$ cat config.mk
export PLATFORM = sky130hd
export DESIGN_NAME = bbd_core
export DESIGN_NICKNAME = d
export VERILOG_FILES = /design/src/pkg/bbd_pkg.sv /design/src/rtl/bbd_decode.sv /design/src/rtl/bbd_bitalu.sv /design/src/rtl/bbd_core.sv
export SDC_FILE = /design/constraint.sdc
export NUM_CORES = 1
export LEC_CHECK = 0
export BUFFER_PORTS_ARGS = -buffer_cell sky130_fd_sc_hd__buf_2
export CELL_PAD_IN_SITES_DETAIL_PLACEMENT = 0
export CELL_PAD_IN_SITES_GLOBAL_PLACEMENT = 1
export CORE_MARGIN = 3
export CORE_UTILIZATION = 36
export DETAILED_ROUTE_END_ITERATION = 8
export GPL_TIMING_DRIVEN = 0
export PLACE_DENSITY = 0.67
export SYNTH_ARGS = -nofsm -noshare
export SYNTH_HDL_FRONTEND = slang
export SYNTH_SLANG_ARGS = --single-unit
$ cat constraint.sdc
create_clock -name core_clk -period 6 [get_ports core_clk]
set_input_delay 0.6 -clock core_clk [delete_from_list [all_inputs] [get_ports core_clk]]
set_output_delay 0.6 -clock core_clk [all_outputs]
set_load 0.02 [all_outputs]
$ cat src/pkg/bbd_pkg.sv
// bbd_pkg: opcodes, decode classes, register map and timing of the
// bit-manipulation and relative-branch execution unit.
// assumes an 8-bit core with a 16-bit program counter.
package bbd_pkg;
  // opcodes with a fixed byte
  localparam logic [7:0] OP_CAND = 8'h8b, OP_CXOR = 8'hab, OP_COR = 8'h6b;
  localparam logic [7:0] OP_LDC = 8'hcb, OP_NOT = 8'h4b, OP_STC = 8'heb;
  localparam logic [7:0] OP_BITDP = 8'h0c, OP_BITAB = 8'h1c;
  localparam logic [7:0] OP_ACLR = 8'h2b, OP_ASET = 8'h0b;
  localparam logic [7:0] OP_CARRY_FORCE_LOW = 8'h20, OP_G_FLAG_FORCE_LOW = 8'h40, OP_OVERFLOW_FORCE_LOW = 8'h80;
  localparam logic [7:0] OP_CARRY_FORCE_HIGH = 8'ha0, OP_G_FLAG_FORCE_HIGH = 8'hc0;
  localparam logic [7:0] OP_TCLR = 8'h5c, OP_TSET = 8'h3c, OP_BRA = 8'h2f;
  // low nibble of the x/y families and of the flag branches
  localparam logic [3:0] LO_MBIT = 4'h1, LO_ABR = 4'h2, LO_MBR = 4'h3;
  localparam logic [3:0] LO_FBR = 4'h0;
  // opcode fields: bit number, clear/low variant
  localparam int OPB_HI = 7, OPB_LO = 5, OPB_CLR = 4;
  // high operand byte of a bit operand: bit[7:5], inverted[4], addr[3:0]
  localparam int MB_HI = 7, MB_LO = 5, MB_INV = 4;
  localparam int ABIT_HI = 2;
  // status word NVGBHIZC
  localparam int PSW_N = 7, PSW_V = 6, PSW_G = 5, PSW_Z = 1, PSW_C = 0;
  localparam logic [7:0] PSW_CMASK = 8'h01;
  localparam logic [6:0] DP_HI = 7'h00;
  // lengths and cycle counts
  localparam logic [1:0] LEN_1 = 2'h1, LEN_2 = 2'h2, LEN_3 = 2'h3;
  localparam logic [2:0] CY_CAND = 3'h4, CY_BITDP = 3'h4, CY_BITAB = 3'h5;
  localparam logic [2:0] CY_MBIT = 3'h4, CY_ABIT = 3'h2, CY_FLAG = 3'h2;
  localparam logic [2:0] CY_CXOR = 3'h5, CY_LDC = 3'h4, CY_NOT = 3'h5;
  localparam logic [2:0] CY_COR = 3'h5, CY_STC = 3'h6, CY_TST = 3'h6;
  localparam logic [2:0] CY_ABR = 3'h4, CY_ABR_TK = 3'h6;
  localparam logic [2:0] CY_MBR = 3'h5, CY_MBR_TK = 3'h7;
  localparam logic [2:0] CY_FBR = 3'h2, CY_FBR_TK = 3'h4, CY_BRA = 3'h4;
  // run counter: memory data captured, memory written
  localparam logic [2:0] CNT_CAP = 3'h1, CNT_WR = 3'h2;
  // register map (byte addresses)
  localparam logic [7:0] REG_CTRL = 8'h00, REG_STAT = 8'h04, REG_INSN = 8'h08;
  localparam logic [7:0] REG_ACC = 8'h0c, REG_PSW = 8'h10, REG_PC = 8'h14;
  localparam int CTRL_GO = 0, CTRL_CLR = 1;
  localparam int SB_BUSY = 0, SB_DONE = 1, SB_ILL = 2, SB_CYC_LO = 8, SB_CYC_HI = 10;
  localparam logic [1:0] AXI_OKAY = 2'b00, AXI_SLVERR = 2'b10;

  typedef enum logic [3:0] {
    CL_ILL = 4'b0000, CL_CAND = 4'b0001, CL_COR = 4'b0010, CL_CXOR = 4'b0011,
    CL_LDC = 4'b0100, CL_STC = 4'b0101, CL_NOT = 4'b0110, CL_BIT = 4'b0111,
    CL_MBIT = 4'b1000, CL_ABIT = 4'b1001, CL_FLAG = 4'b1010, CL_TST = 4'b1011,
    CL_ABR = 4'b1100, CL_MBR = 4'b1101, CL_FBR = 4'b1110, CL_BRA = 4'b1111
  } bbd_cls_e;
  typedef enum logic [1:0] {
    AM_NONE = 2'b00, AM_DP = 2'b01, AM_ABS = 2'b10, AM_MB = 2'b11
  } bbd_am_e;
  typedef enum logic {ST_IDLE = 1'b0, ST_RUN = 1'b1} bbd_st_e;
  typedef struct packed {
    bbd_cls_e   cls;
    logic [1:0] len;
    logic [2:0] cyc;
    logic [2:0] ctk;
    bbd_am_e    am;
    logic       wr;
  } bbd_dec_s;
  localparam bbd_dec_s DEC_ILL = '{CL_ILL, LEN_1, CY_FLAG, CY_FLAG, AM_NONE, 1'b0};
endpackage : bbd_pkg

$ cat src/rtl/bbd_decode.sv
// bbd_decode: opcode byte to class, length, cycle counts and operand form.
// assumes the opcode stays stable while the instruction runs.
`timescale 1ns/100ps
module bbd_decode
  import bbd_pkg::*;
(
  // opcode
  input  wire logic [7:0] op,
  // decoded instruction
  output bbd_dec_s        dec
);
  always_comb
  begin
    dec = DEC_ILL;
    if (op[3:0] == LO_MBIT)
      dec = '{CL_MBIT, LEN_2, CY_MBIT, CY_MBIT, AM_DP, 1'b1};
    else if (op[3:0] == LO_ABR)
      dec = '{CL_ABR, LEN_2, CY_ABR, CY_ABR_TK, AM_NONE, 1'b0};
    else if (op[3:0] == LO_MBR)
      dec = '{CL_MBR, LEN_3, CY_MBR, CY_MBR_TK, AM_DP, 1'b0};
    else if (op[3:0] == LO_FBR && op[OPB_CLR])
      dec = '{CL_FBR, LEN_2, CY_FBR, CY_FBR_TK, AM_NONE, 1'b0};
    else
    begin
      unique case (op)
        OP_CAND:  dec = '{CL_CAND, LEN_3, CY_CAND, CY_CAND, AM_MB, 1'b0};
        OP_BITDP: dec = '{CL_BIT, LEN_2, CY_BITDP, CY_BITDP, AM_DP, 1'b0};
        OP_BITAB: dec = '{CL_BIT, LEN_3, CY_BITAB, CY_BITAB, AM_ABS, 1'b0};
        OP_ACLR, OP_ASET:
          dec = '{CL_ABIT, LEN_2, CY_ABIT, CY_ABIT, AM_NONE, 1'b0};
        OP_CARRY_FORCE_LOW, OP_G_FLAG_FORCE_LOW, OP_OVERFLOW_FORCE_LOW, OP_CARRY_FORCE_HIGH, OP_G_FLAG_FORCE_HIGH:
          dec = '{CL_FLAG, LEN_1, CY_FLAG, CY_FLAG, AM_NONE, 1'b0};
        OP_CXOR:  dec = '{CL_CXOR, LEN_3, CY_CXOR, CY_CXOR, AM_MB, 1'b0};
        OP_LDC:   dec = '{CL_LDC, LEN_3, CY_LDC, CY_LDC, AM_MB, 1'b0};
        OP_NOT:   dec = '{CL_NOT, LEN_3, CY_NOT, CY_NOT, AM_MB, 1'b1};
        OP_COR:   dec = '{CL_COR, LEN_3, CY_COR, CY_COR, AM_MB, 1'b0};
        OP_STC:   dec = '{CL_STC, LEN_3, CY_STC, CY_STC, AM_MB, 1'b1};
        OP_TCLR, OP_TSET:
          dec = '{CL_TST, LEN_3, CY_TST, CY_TST, AM_ABS, 1'b1};
        OP_BRA:   dec = '{CL_BRA, LEN_2, CY_BRA, CY_BRA, AM_NONE, 1'b0};
        default:  dec = DEC_ILL;
      endcase
    end
  end
endmodule : bbd_decode

$ cat src/rtl/bbd_bitalu.sv
// bbd_bitalu: flag, accumulator and memory-byte results of one instruction.
// assumes mdat already holds the addressed memory byte when it is used.
`timescale 1ns/100ps
module bbd_bitalu
  import bbd_pkg::*;
(
  // instruction
  input  wire bbd_cls_e   cls,
  input  wire logic [7:0] op,
  input  wire logic [7:0] b1,
  input  wire logic [7:0] b2,
  // core state
  input  wire logic [7:0] acc,
  input  wire logic [7:0] psw,
  input  wire logic [7:0] mdat,
  // results
  output logic [7:0]      n_psw,
  output logic [7:0]      n_acc,
  output logic [7:0]      n_mem,
  output logic            taken
);
  always_comb
  begin
    logic [2:0] bi;
    logic       mb;
    logic [7:0] dif;
    logic [3:0] fv;
    bi = b2[MB_HI:MB_LO];
    if (cls == CL_ABIT)
      bi = b1[ABIT_HI:0];
    else if (cls inside {CL_MBIT, CL_ABR, CL_MBR})
      bi = op[OPB_HI:OPB_LO];
    // inverted forms share the opcode; the operand flag picks them
    mb = mdat[bi] ^ b2[MB_INV];
    dif = acc - mdat;
    fv = {psw[PSW_Z], psw[PSW_C], psw[PSW_V], psw[PSW_N]};
    n_psw = psw;
    n_acc = acc;
    n_mem = mdat;
    taken = 1'b0;
    unique case (cls)
      CL_CAND: n_psw[PSW_C] = psw[PSW_C] & mb;
      CL_CXOR: n_psw[PSW_C] = psw[PSW_C] ^ mb;
      CL_LDC:  n_psw[PSW_C] = mb;
      CL_COR:  n_psw[PSW_C] = psw[PSW_C] | mb;
      CL_NOT:  n_mem[bi] = ~mdat[bi];
      CL_STC:  n_mem[bi] = psw[PSW_C];
      CL_MBIT: n_mem[bi] = ~op[OPB_CLR];
      CL_ABIT: n_acc[bi] = (op == OP_ASET);
      CL_BIT:
      begin
        n_psw[PSW_Z] = ~|(acc & mdat);
        n_psw[PSW_N] = mdat[PSW_N];
        n_psw[PSW_V] = mdat[PSW_V];
      end
      CL_FLAG:
      begin
        if (op == OP_CARRY_FORCE_LOW || op == OP_CARRY_FORCE_HIGH)
          n_psw[PSW_C] = op[OPB_HI];
        if (op == OP_G_FLAG_FORCE_LOW || op == OP_G_FLAG_FORCE_HIGH)
          n_psw[PSW_G] = op[OPB_HI];
        if (op == OP_OVERFLOW_FORCE_LOW)
          n_psw[PSW_V] = 1'b0;
      end
      CL_TST:
      begin
        n_psw[PSW_N] = dif[PSW_N];
        n_psw[PSW_Z] = (dif == 8'h00);
        n_mem = (op == OP_TSET) ? (mdat | acc) : (mdat & ~acc);
      end
      CL_ABR:  taken = acc[bi] ^ op[OPB_CLR];
      CL_MBR:  taken = mdat[bi] ^ op[OPB_CLR];
      CL_FBR:  taken = (fv[op[6:5]] == op[OPB_HI]);
      CL_BRA:  taken = 1'b1;
      CL_ILL:  taken = 1'b0;
    endcase
  end
endmodule : bbd_bitalu

$ cat src/rtl/bbd_core.sv
// bbd_core: bit-manipulation and relative-branch execution unit behind an
// axi4-lite slave. software loads the instruction bytes, acc, psw and pc,
// then starts it; the unit runs it with the documented cycle count.
// assumes a data memory that returns mem_rdata one cycle after mem_rd.
//
// Our own choices: the AXI4-Lite interface to the registers and the register addresses.
`timescale 1ns/100ps
module bbd_core
  import bbd_pkg::*;
(
  // clock and reset
  input  wire logic        core_clk,
  input  wire logic        nrst,
  // axi4-lite write channels
  input  wire logic [7:0]  s_axi_awaddr,
  input  wire logic        s_axi_awvalid,
  output logic             s_axi_awready,
  input  wire logic [31:0] s_axi_wdata,
  input  wire logic [3:0]  s_axi_wstrb,
  input  wire logic        s_axi_wvalid,
  output logic             s_axi_wready,
  output logic [1:0]       s_axi_bresp,
  output logic             s_axi_bvalid,
  input  wire logic        s_axi_bready,
  // axi4-lite read channels
  input  wire logic [7:0]  s_axi_araddr,
  input  wire logic        s_axi_arvalid,
  output logic             s_axi_arready,
  output logic [31:0]      s_axi_rdata,
  output logic [1:0]       s_axi_rresp,
  output logic             s_axi_rvalid,
  input  wire logic        s_axi_rready,
  // data memory
  output logic [15:0]      mem_addr,
  output logic             mem_rd,
  output logic             mem_wr,
  output logic [7:0]       mem_wdata,
  input  wire logic [7:0]  mem_rdata
);
  typedef struct packed {
    bbd_st_e     st;
    logic [2:0]  cnt;
    logic [7:0]  op;
    logic [7:0]  b1;
    logic [7:0]  b2;
    logic [7:0]  acc;
    logic [7:0]  psw;
    logic [15:0] pc;
    logic [7:0]  mdat;
    logic        done;
    logic        ill;
    logic [2:0]  lastc;
    logic [15:0] maddr;
    logic        mrd;
    logic        mwr;
    logic [7:0]  mwd;
    logic        aw_h;
    logic        w_h;
    logic [7:0]  awa;
    logic [31:0] wd;
    logic [3:0]  ws;
    logic        awrdy;
    logic        wrdy;
    logic        bvld;
    logic [1:0]  bresp;
    logic        arrdy;
    logic        rvld;
    logic [31:0] rd;
    logic [1:0]  rresp;
  } bbd_core_s;

  localparam bbd_core_s S_RST = '0;

  bbd_core_s   s;
  bbd_core_s   next_s;
  bbd_dec_s    dec;
  logic [7:0]  alu_psw;
  logic [7:0]  alu_acc;
  logic [7:0]  alu_mem;
  logic        alu_taken;
  logic [31:0] wmask;
  logic [31:0] wval;
  logic        start;
  logic        fin;
  logic [2:0]  ctot;
  logic [7:0]  rel;
  logic [15:0] ea;
  logic [15:0] pc_next;

  bbd_decode u_dec (
    .op  (s.op),
    .dec (dec)
  );

  bbd_bitalu u_alu (
    .cls   (dec.cls),
    .op    (s.op),
    .b1    (s.b1),
    .b2    (s.b2),
    .acc   (s.acc),
    .psw   (s.psw),
    .mdat  (s.mdat),
    .n_psw (alu_psw),
    .n_acc (alu_acc),
    .n_mem (alu_mem),
    .taken (alu_taken)
  );

  for (genvar i = 0; i < 4; i++)
  begin : g_mask
    assign wmask[8*i +: 8] = {8{s.ws[i]}};
  end

  function automatic logic [31:0] rdmux(input logic [7:0] a);
    logic [31:0] r;
    r = 32'h0;
    unique case (a)
      REG_STAT:
      begin
        r[SB_BUSY] = (s.st == ST_RUN);
        r[SB_DONE] = s.done;
        r[SB_ILL] = s.ill;
        r[SB_CYC_HI:SB_CYC_LO] = s.lastc;
      end
      REG_INSN: r = {8'h00, s.b2, s.b1, s.op};
      REG_ACC:  r = {24'h0, s.acc};
      REG_PSW:  r = {24'h0, s.psw};
      REG_PC:   r = {16'h0, s.pc};
      default:  r = 32'h0;
    endcase
    return r;
  endfunction : rdmux

  // operand address, cycle total and branch target
  always_comb
  begin
    unique case (dec.am)
      AM_NONE: ea = 16'h0;
      AM_DP:   ea = {DP_HI, s.psw[PSW_G], s.b1};
      AM_ABS:  ea = {s.b2, s.b1};
      AM_MB:   ea = {4'h0, s.b2[3:0], s.b1};
    endcase
    ctot = alu_taken ? dec.ctk : dec.cyc;
    fin = (s.st == ST_RUN) && (s.cnt == ctot - 3'h1);
    rel = (dec.len == LEN_3) ? s.b2 : s.b1;
    pc_next = s.pc + {14'h0, dec.len};
    if (alu_taken)
      pc_next = pc_next + {{8{rel[7]}}, rel};
    wval = (s.wd & wmask) | (rdmux(s.awa) & ~wmask);
  end

  always_comb
  begin
    next_s = s;
    start = 1'b0;
    next_s.mrd = 1'b0;
    next_s.mwr = 1'b0;
    if (s_axi_awvalid && s.awrdy)
    begin
      next_s.aw_h = 1'b1;
      next_s.awa = s_axi_awaddr;
    end
    if (s_axi_wvalid && s.wrdy)
    begin
      next_s.w_h = 1'b1;
      next_s.wd = s_axi_wdata;
      next_s.ws = s_axi_wstrb;
    end
    if (s.bvld && s_axi_bready)
      next_s.bvld = 1'b0;
    // writes while running are answered; all but the clear bit of REG_CTRL are ignored, so operands stay put
    if (s.aw_h && s.w_h && !s.bvld)
    begin
      next_s.aw_h = 1'b0;
      next_s.w_h = 1'b0;
      next_s.bvld = 1'b1;
      next_s.bresp = AXI_OKAY;
      unique case (s.awa)
        REG_CTRL:
        begin
          if (s.ws[0] && s.wd[CTRL_CLR])
          begin
            next_s.done = 1'b0;
            next_s.ill = 1'b0;
          end
          if (s.ws[0] && s.wd[CTRL_GO] && s.st == ST_IDLE)
          begin
            if (dec.cls == CL_ILL)
              next_s.ill = 1'b1;
            else
            begin
              start = 1'b1;
              next_s.st = ST_RUN;
              next_s.cnt = 3'h0;
              next_s.mrd = (dec.am != AM_NONE);
              next_s.maddr = ea;
            end
          end
        end
        REG_STAT: next_s.bresp = AXI_OKAY;
        REG_INSN:
        begin
          if (s.st == ST_IDLE)
            {next_s.b2, next_s.b1, next_s.op} = wval[23:0];
        end
        REG_ACC:
        begin
          if (s.st == ST_IDLE)
            next_s.acc = wval[7:0];
        end
        REG_PSW:
        begin
          if (s.st == ST_IDLE)
            next_s.psw = wval[7:0];
        end
        REG_PC:
        begin
          if (s.st == ST_IDLE)
            next_s.pc = wval[15:0];
        end
        default: next_s.bresp = AXI_SLVERR;
      endcase
    end
    if (s.rvld && s_axi_rready)
      next_s.rvld = 1'b0;
    if (s_axi_arvalid && s.arrdy)
    begin
      next_s.rvld = 1'b1;
      next_s.rd = rdmux(s_axi_araddr);
      next_s.rresp = (s_axi_araddr inside {REG_CTRL, REG_STAT, REG_INSN, REG_ACC,
                      REG_PSW, REG_PC}) ? AXI_OKAY : AXI_SLVERR;
    end
    next_s.awrdy = !next_s.aw_h && !next_s.bvld;
    next_s.wrdy = !next_s.w_h && !next_s.bvld;
    next_s.arrdy = !next_s.rvld;
    // execution; the finish comes after the bus so done set beats clear
    if (s.st == ST_RUN)
    begin
      next_s.cnt = s.cnt + 3'h1;
      if (s.cnt == CNT_CAP)
        next_s.mdat = mem_rdata;
      if (s.cnt == CNT_WR && dec.wr)
      begin
        next_s.mwr = 1'b1;
        next_s.mwd = alu_mem;
      end
      if (fin)
      begin
        next_s.st = ST_IDLE;
        next_s.psw = alu_psw;
        next_s.acc = alu_acc;
        next_s.pc = pc_next;
        next_s.done = 1'b1;
        next_s.lastc = ctot;
      end
    end
  end

  always_ff @(posedge core_clk or negedge nrst)
  begin
    if (!nrst)
      s <= S_RST;
    else
      s <= next_s;
  end

  assign s_axi_awready = s.awrdy;
  assign s_axi_wready = s.wrdy;
  assign s_axi_bresp = s.bresp;
  assign s_axi_bvalid = s.bvld;
  assign s_axi_arready = s.arrdy;
  assign s_axi_rdata = s.rd;
  assign s_axi_rresp = s.rresp;
  assign s_axi_rvalid = s.rvld;
  assign mem_addr = s.maddr;
  assign mem_rd = s.mrd;
  assign mem_wr = s.mwr;
  assign mem_wdata = s.mwd;

  // checks
  logic        xor_exp;
  logic [15:0] bra_tgt;
  assign xor_exp = s.psw[PSW_C] ^ s.mdat[s.b2[MB_HI:MB_LO]] ^ s.b2[MB_INV];
  assign bra_tgt = s.pc + {14'h0, LEN_2} + {{8{s.b1[7]}}, s.b1};
endmodule : bbd_core

==> reports/metrics.yaml, run 1 <==
placement.io_buffers: 114
power.combinational.fraction: 0.379
result_of_the_run: "finished, final reports clean"
rsz0062_at_grt: "false"
critical_path.startpoint_type: "register"
placed_cells: 1746
synthesis.area_per_instance_um2: 9.080
grt_max_degree: 93
static-leakage-power_uw: 0.005895
dp.final_hpwl_um: 29410
synthCells: 1232
initial_core_util: 0.3715
vias_per_cell: 5.631
maxCapViolations: 0
layout.filler_cells: 3101
power.switching_fraction: 0.4192
max_clock_freq_ghz: 0.1786
critPathKind: "register to register"
cts_buffers: 17
clkSinkCount: 167
grt_antenna_before_repair: 0
synthDistinctLibCells: 96
remaining_antenna_violation_count_after_routing: 0
synth_top_flop_cell: "sky130_fd_sc_hd__dfrtp_1"
cts.htree.levels: 4
max_slew_margin: 0.2090
clk-insertion-delay-late_ns: 0.44
required_time_of_the_critical_path_ns: 6.35
grt_pass1_vias: 9711
gr-usage-all-layers: 0.2287
setup.worst_path.end_class: "register"
hold_buffers: 0
period_needed_ns: 5.598
post_cts.repair.setup_buffers: 0
finalNonFillerCells: 1778
critPathArrivalTime_ns: 5.95
worstHoldPathType: "input pin to async pin"
layout-drive-gt1-share: 0.2442
num_vias: 10012
hold_ws_ns: 0.1084
diodes: 0
layout.nets: 1483
post_drt_wl_per_cell_um: 21.46
post_cts.resized_instances: 0
finalCritPeriodShare: 0.9330
ff_latch_area_mm2: 0.004179
detailedRoute.firstPassIterationCount: 6
power_frac_seq: 0.369
async_set_or_reset_flop_fraction_in_the_synthesized_netlist: 1.000
path_clk_slew_ns: 0.08
multi_input_area_mm2: 0.006165
cellInternalPower_uw: 2516
clock_tree.buffer_depth: 2
cellPowerDensity_mw_per_mm2: 336.0
timing.setup.tns_ns: 0
part_of_the_yosys_area_used_for_sequential_elements: 0.3736
setup_viol: 0
tritoncts_clock_tree: "yes"
rows: 63
pwr-share-clk: 0.252
hold_violations: 0
summed_area_of_non_filler_cells_in_the_final_layout_mm2: 0.01289
postPlaceCellArea_mm2: 0.01232
final.setup_skew_ns: 0.01065
top_level_ports: 134
die_y_um: 182.3
fp.dieW_um: 182.3
remaining_drc_errors: 0
cts_root_buf: "sky130_fd_sc_hd__clkbuf_16"
power.ir.vdd_worst_uv: 161.7
die_area_mm2: 0.03323
final_max_slew_viol_count: 0
worst-slew-pin-transition_ns: 1.176
totalWireLength_um: 38150
critPathMaxFanout: 10
postSynthRegisterBits: 167
flow.area_growth_from_synthesis_pct: 15.21
drt-initial-drc-count: 939
finalWeightedCongestion: 0.9077
ys_warn_count: 0
core-area_mm2: 0.03011
wire_length_of_the_first_global_routing_pass_um: 58950
post_synth_instance_area_mm2: 0.01119
count_of_flip_flops_with_a_built_in_enable_after_synthesis: 0
gr-total-overflow: 0
switching_power_uw: 1815
power by group through the flow:
stage / clock, uW / combinational [uW] / sequential, uW
3_5_place_dp: 0 / 1620 / 1620
4_1_cts: 1110 / 1630 / 1590
3_3_place_gp: 0 / 1620 / 1610
5_1_grt: 1160 / 1790 / 1620
6_report: 1090 / 1640 / 1600
2_1_floorplan: 0 / 1130 / 1520
registers in the layout, summed over array words and instances, names as in the netlist:
signal,flops
mem_addr,16
mem_rd,1
mem_wdata,8
mem_wr,1
s,110
s_axi_arready,1
s_axi_awready,1
s_axi_bresp,1
s_axi_bvalid,1
s_axi_rdata,24
s_axi_rresp,1
s_axi_rvalid,1
s_axi_wready,1
final timing paths:
path,start,endpoint,depth (start not counted),slack [ns]
min reg2reg,s_axi_rdata[17]$_DFFE_PN0P_,s_axi_rdata[17]$_DFFE_PN0P_,2,0.47
min in group core_clk,s_axi_bready,s_axi_bvalid$_DFF_PN0_,2,0.35
min,nrst,mem_wr$_DFF_PN0_,1,0.11
max,s[177]$_DFFE_PN0P_,s[141]$_DFF_PN0_,20,0.40
max in group asynchronous,nrst,s[138]$_DFF_PN0_,2,4.98
max reg2reg,s[177]$_DFFE_PN0P_,s[141]$_DFF_PN0_,20,0.40
layout by cell type, fill, tap and decap left out, types with 8 or more instances in the layout:
cell type / count
sky130_fd_sc_hd__a211oi_1: 27
sky130_fd_sc_hd__nand3_1: 41
sky130_fd_sc_hd__mux2_2: 64
sky130_fd_sc_hd__conb_1: 10
sky130_fd_sc_hd__nand2_1: 162
sky130_fd_sc_hd__dfrtp_1: 167
sky130_fd_sc_hd__buf_4: 64
sky130_fd_sc_hd__mux2i_1: 15
sky130_fd_sc_hd__xnor2_1: 24
sky130_fd_sc_hd__and3_1: 9
sky130_fd_sc_hd__a21o_1: 9
sky130_fd_sc_hd__a22oi_1: 21
sky130_fd_sc_hd__nor2_1: 83
sky130_fd_sc_hd__clkbuf_1: 41
sky130_fd_sc_hd__nor2b_1: 9
sky130_fd_sc_hd__o21ai_0: 89
sky130_fd_sc_hd__and2_1: 8
sky130_fd_sc_hd__a31oi_1: 17
sky130_fd_sc_hd__nand2b_1: 9
sky130_fd_sc_hd__xor2_1: 15
sky130_fd_sc_hd__a22o_1: 15
sky130_fd_sc_hd__inv_1: 36
sky130_fd_sc_hd__a21oi_1: 39
sky130_fd_sc_hd__buf_2: 129
sky130_fd_sc_hd__clkbuf_16: 17
sky130_fd_sc_hd__o21ai_1: 8
sky130_fd_sc_hd__a221oi_1: 28
sky130_fd_sc_hd__nor3_1: 23
sky130_fd_sc_hd__ha_1: 38
critical path, cell delays in order, from the launching register on:
cell and delay [ns]:
sky130_fd_sc_hd__dfrtp_1 0.45, sky130_fd_sc_hd__buf_4 0.24, sky130_fd_sc_hd__nor4bb_1 0.72, sky130_fd_sc_hd__o211ai_1 0.23, sky130_fd_sc_hd__a21oi_2 0.36, sky130_fd_sc_hd__nor2_1 0.14
sky130_fd_sc_hd__nand2_1 0.20, sky130_fd_sc_hd__inv_1 0.09, sky130_fd_sc_hd__fa_1 0.48, sky130_fd_sc_hd__nor2_1 0.27, sky130_fd_sc_hd__nand3_1 0.13, sky130_fd_sc_hd__xnor2_1 0.19
sky130_fd_sc_hd__ha_1 0.39, sky130_fd_sc_hd__nand3_1 0.10, sky130_fd_sc_hd__o31ai_1 0.42, sky130_fd_sc_hd__a21oi_1 0.15, sky130_fd_sc_hd__o21bai_1 0.22, sky130_fd_sc_hd__a31o_2 0.20
sky130_fd_sc_hd__xnor2_1 0.15, sky130_fd_sc_hd__a31oi_1 0.12, sky130_fd_sc_hd__o31ai_1 0.26
synthesized netlist by cell type, types with 8 or more instances:
cell | count | area (um2)
sky130_fd_sc_hd__nand2b_1 | 9 | 56.30
sky130_fd_sc_hd__and3_1 | 9 | 56.30
sky130_fd_sc_hd__xor2_1 | 15 | 131.4
sky130_fd_sc_hd__o21ai_0 | 89 | 445.4
sky130_fd_sc_hd__a22o_1 | 15 | 131.4
sky130_fd_sc_hd__buf_2 | 16 | 80.08
sky130_fd_sc_hd__clkbuf_1 | 42 | 157.7
sky130_fd_sc_hd__o21ai_1 | 8 | 40.04
sky130_fd_sc_hd__nand2_1 | 162 | 608.1
sky130_fd_sc_hd__mux2i_1 | 15 | 150.1
sky130_fd_sc_hd__nand3_1 | 41 | 205.2
sky130_fd_sc_hd__mux2_2 | 64 | 720.7
sky130_fd_sc_hd__nor2_1 | 84 | 315.3
sky130_fd_sc_hd__inv_1 | 36 | 135.1
sky130_fd_sc_hd__a211oi_1 | 27 | 202.7
sky130_fd_sc_hd__a22oi_1 | 21 | 157.7
sky130_fd_sc_hd__ha_1 | 38 | 475.5
sky130_fd_sc_hd__dfrtp_1 | 167 | 4179
sky130_fd_sc_hd__a21oi_1 | 39 | 195.2
sky130_fd_sc_hd__and2_1 | 8 | 50.05
sky130_fd_sc_hd__buf_4 | 64 | 480.5
sky130_fd_sc_hd__nor3_1 | 23 | 115.1
sky130_fd_sc_hd__xnor2_1 | 24 | 210.2
sky130_fd_sc_hd__nor2b_1 | 9 | 56.30
sky130_fd_sc_hd__a221oi_1 | 28 | 245.2
sky130_fd_sc_hd__a31oi_1 | 17 | 106.4
sky130_fd_sc_hd__a21o_1 | 9 | 67.56
metrics by stage:
step | total power (uW) | setup slack (ns) | util
2_1_floorplan | 2642 | 1.658 | -
3_3_place_gp | 3232 | 0.08676 | 0.4078
3_5_place_dp | 3240 | 0.1424 | 0.4090
4_1_cts | 4339 | 0.1152 | 0.4279
5_1_grt | 4581 | 0.1088 | 0.4280
6_report | 4331 | 0.4018 | 0.4280
per-layer routing:
metal / GRT usage / share of wire / vias to the layer above
li1: - / - / 4709
met1: 0.3300 / 0.47 / 4936
met2: 0.3665 / 0.46 / 321
met3: 0.02691 / 0.046 / 46
met4: 0.05759 / 0.017 / 0
met5: 0 / 0 / -
cell families after synthesis:
kind of cell | share of synthesized area
flops | 0.3736
simple gates | 0.1756
buf+inv | 0.07863
other cells | 0.0003352
mux | 0.08120
compound gates | 0.2123
xor+xnor | 0.03053
fa+ha+maj | 0.04787
cell type report:
cell class / count / share of cell area
Multi-Input combinational cell: 911 / 0.4783
Sequential cell: 167 / 0.3242
Buffer: 127 / 0.05786
Timing Repair Buffer: 115 / 0.04718
Tap cell: 390 / 0.03786
Clock buffer: 18 / 0.03407
Inverter: 36 / 0.01048
Clock inverter: 14 / 0.009999
No activity file was read; power rests on OpenSTA's default activity.
==> inputs of run 2 (changes only) <==
--- a/config.mk
+++ b/config.mk
@@ -5,14 +5,14 @@
 export SDC_FILE = /design/constraint.sdc
 export NUM_CORES = 1
 export LEC_CHECK = 0
-export BUFFER_PORTS_ARGS = -buffer_cell sky130_fd_sc_hd__buf_2
 export CELL_PAD_IN_SITES_DETAIL_PLACEMENT = 0
 export CELL_PAD_IN_SITES_GLOBAL_PLACEMENT = 1
 export CORE_MARGIN = 3
 export CORE_UTILIZATION = 36
 export DETAILED_ROUTE_END_ITERATION = 8
+export DONT_BUFFER_PORTS = 1
 export GPL_TIMING_DRIVEN = 0
-export PLACE_DENSITY = 0.67
+export PLACE_DENSITY = 0.66
 export SYNTH_ARGS = -nofsm -noshare
 export SYNTH_HDL_FRONTEND = slang
 export SYNTH_SLANG_ARGS = --single-unit
==> reports/metrics.yaml, run 2 (synthesized netlist as in run 1, its figures left out) <==
maxCapViolations: 0  # unchanged
cellPowerDensity_mw_per_mm2: 358.1  # +6.6%
dp.final_hpwl_um: 29080  # -1.1%
die_area_mm2: 0.03323  # unchanged
clock_tree.buffer_depth: 2  # unchanged
critPathArrivalTime_ns: 6.03  # +0.08 ns
flow.area_growth_from_synthesis_pct: 10.82
finalCritPeriodShare: 0.9445  # +0.01146
power.switching_fraction: 0.4027  # -0.01648
setup.worst_path.end_class: "register"
final.setup_skew_ns: 0.01518  # +0.004531 ns
rsz0062_at_grt: "false"
vias_per_cell: 5.767  # +2.4%
post_drt_wl_per_cell_um: 22.73  # +5.9%
cts_root_buf: "sky130_fd_sc_hd__clkbuf_16"
worst-slew-pin-transition_ns: 1.289  # +0.1132 ns
initial_core_util: 0.3715  # unchanged
critPathKind: "register to register"
critPathTopFamily: "simple AND/OR/NAND/NOR gates"
cellInternalPower_uw: 2651  # +5.4%
timing.reg2reg.setup_slack_ns: 0.33  # -0.07 ns
num_vias: 9597  # -4.1%
period_needed_ns: 5.667  # +0.06878 ns
remaining_antenna_violation_count_after_routing: 0  # unchanged
wire_length_of_the_first_global_routing_pass_um: 57960  # -1.7%
detailedRoute.firstPassIterationCount: 6  # unchanged
postLayoutCoreUtil: 0.4117  # -0.01633
r2r.worst_path.cells: 16  # -20%
clkSinkCount: 167  # unchanged
final_max_slew_viol_count: 0  # unchanged
worstPathCellList: "nor2_2 > a21oi_1 > o31a_2 > nor2_1 > nand2_1 > o2111ai_2 > o221ai_1 > nor2_2 > o21ai_0 > ha_1 > xor2_1 > and3_1 > nand3_2 > or3_1 > mux2_4 > a21oi_2"
mostFrequentLayoutCells: "167 x sky130_fd_sc_hd__dfrtp_1, 162 x sky130_fd_sc_hd__nand2_1, 89 x sky130_fd_sc_hd__o21ai_0"
place_worst_setup_slack_ns: -0.01842  # -0.1608 ns
finalWeightedCongestion: 0.9165  # +0.97%
number_of_flip_flops_in_the_largest_register: 110  # unchanged
rows: 63  # unchanged
layout.filler_cells: 3089  # -0.39%
pwr-share-clk: 0.277  # +0.025
core-area_mm2: 0.03011  # unchanged
worstHoldPathType: "input pin to async pin"
post_cts.repair.setup_buffers: 0  # unchanged
critical_path.n_buffers_inverters: 0  # -2
gr-usage-all-layers: 0.2270  # -0.001703
max_flop_register: "s"
path_clk_slew_ns: 0.07  # about the same
worst_path_largest_cell_delay_ns: 0.54  # -0.18 ns
max_clock_freq_ghz: 0.1765  # -1.2%
gr-total-overflow: 0  # unchanged
power.combinational.fraction: 0.359  # -0.020
remaining_drc_errors: 0  # unchanged
fp.dieW_um: 182.3  # unchanged
critPathMaxFanout: 15  # +5
static-leakage-power_uw: 0.005412  # -8.2%
hold_ws_ns: 0.1222  # +0.01379 ns
finalPower_uw: 4439  # +2.5%
hold_violations: 0  # unchanged
placement.io_buffers: 0  # -100%
fin_ws_ns: 0.3330  # -0.06878 ns
cpMostUsedCell: "sky130_fd_sc_hd__nor2_2"
top_level_ports: 134  # unchanged
cts.htree.levels: 4  # unchanged
timing.rr.end: "s[151]$_DFFE_PN0P_"
clk-insertion-delay-late_ns: 0.44  # about the same
cts_buffers: 17  # unchanged
grt_pass1_vias: 9468  # -2.5%
switching_power_uw: 1788  # -1.5%
layout-drive-gt1-share: 0.1767  # -0.06749
drt-initial-drc-count: 825  # -12%
critical_path.reg2reg.startpoint: "s[177]$_DFFE_PN0P_"
setup_viol: 0  # unchanged
required_time_of_the_critical_path_ns: 6.36  # about the same
grt_antenna_before_repair: 1  # +1
die_y_um: 182.3  # unchanged
max_slew_margin: 0.1328  # -0.07615
totalWireLength_um: 37830  # -0.85%
tritoncts_clock_tree: "yes"
power.ir.vdd_worst_uv: 238.6  # +48%
layout.nets: 1368  # -7.8%
critical_path.startpoint_type: "register"
power_frac_seq: 0.364  # -0.005
crit_path_top_delay_cell: "sky130_fd_sc_hd__or3_1"
result_of_the_run: "finished, final reports clean"
grt_max_degree: 168  # +81%
layout.cells.most_common: "sky130_fd_sc_hd__dfrtp_1"
-- run 2: cell types whose count changed in the layout (fill, tap and decap cells not counted) --
cell / previous run / this run
sky130_fd_sc_hd__buf_2: 129 / 16
sky130_fd_sc_hd__bufinv_16: 0 / 4
sky130_fd_sc_hd__clkinvlp_4: 3 / 0
sky130_fd_sc_hd__inv_8: 4 / 1
sky130_fd_sc_hd__buf_8: 1 / 0
sky130_fd_sc_hd__clkinv_4: 1 / 2
sky130_fd_sc_hd__clkinv_8: 0 / 1
sky130_fd_sc_hd__diode_2: 0 / 1
sky130_fd_sc_hd__inv_6: 6 / 5
sky130_fd_sc_hd__nor4bb_1: 1 / 0
sky130_fd_sc_hd__nor4bb_2: 0 / 1
-- run 2: routing by layer --
layer  vias up  GRT usage  part of all wire
li1       4466          -                 -
met1      4724     0.3184              0.45
met2       354     0.3632              0.46
met3        53    0.03568             0.062
met4         0    0.06673             0.024
met5         -          0                 0
-- run 2: how the worst max path moves through the flow --
stage,startpoint,slack (ns),to,depth (start not counted)
6_report,s[177]$_DFFE_PN0P_,0.33,s[151]$_DFFE_PN0P_,16
5_1_grt,s[177]$_DFFE_PN0P_,0.14,s[151]$_DFFE_PN0P_,16
4_1_cts,s[177]$_DFFE_PN0P_,0.28,s[131]$_DFF_PN0_,17
3_5_place_dp,s[177]$_DFFE_PN0P_,-0.02,s[133]$_DFF_PN0_,17
3_3_place_gp,s[177]$_DFFE_PN0P_,-0.009,s[133]$_DFF_PN0_,17
2_1_floorplan,s[174]$_DFFE_PN0P_,1.66,s[140]$_DFF_PN0_,20
-- run 2: area by class of cell --
cell class                 instances  area, um2  share of cell area
clock buffer                      19      442.9             0.03573
sequential                       167       4179              0.3371
inverter                          36      135.1             0.01090
clock inverter                    13      209.0             0.01686
buffer                           126      742.0             0.05985
tap                              390      488.0             0.03936
timing repair buffer               1      27.53            0.002220
antenna                            1      2.502           0.0002019
multi-input combinational        911       6171              0.4978
-- run 2: power by group through the flow --
stage | combinational [uW] | sequential (uW) | clock, uW
6_report | 1590 | 1610 | 1230
5_1_grt | 1730 | 1640 | 1300
4_1_cts | 1570 | 1610 | 1260
3_5_place_dp | 1540 | 1630 | 0
3_3_place_gp | 1530 | 1620 | 0
2_1_floorplan | 1130 | 1520 | 0
-- run 2: worst register-to-register path, delay by kind of cell (launching register included) --
kind	cells	cell delay [ns]
adder cells (fa/ha/maj)	1	0.33
multiplexers	1	0.31
AO/OA/AOI/OAI	6	1.65
flip-flops	1	0.44
XOR/XNOR	1	0.18
AND/OR/NAND/NOR	7	2.70
-- run 2: what timing repair did --
item                       4_1_cts  5_1_grt
setup endpoints to repair        1       12
hold buffers                     1        0
pin swaps                        0        0
hold endpoints to repair       167        0
cloned                           0        0
resized for setup                0        4
-- run 2: per-stage QoR --
stage / cells / cell area (um2) / TNS, ns
3_3_place_gp: 1631 / 11710 / -0.009340
4_1_cts: 1663 / 12380 / 0
5_1_grt: 1663 / 12390 / 0
2_1_floorplan: 1241 / 11220 / 0
3_5_place_dp: 1631 / 11710 / -0.01842
6_report: 1664 / 12400 / 0
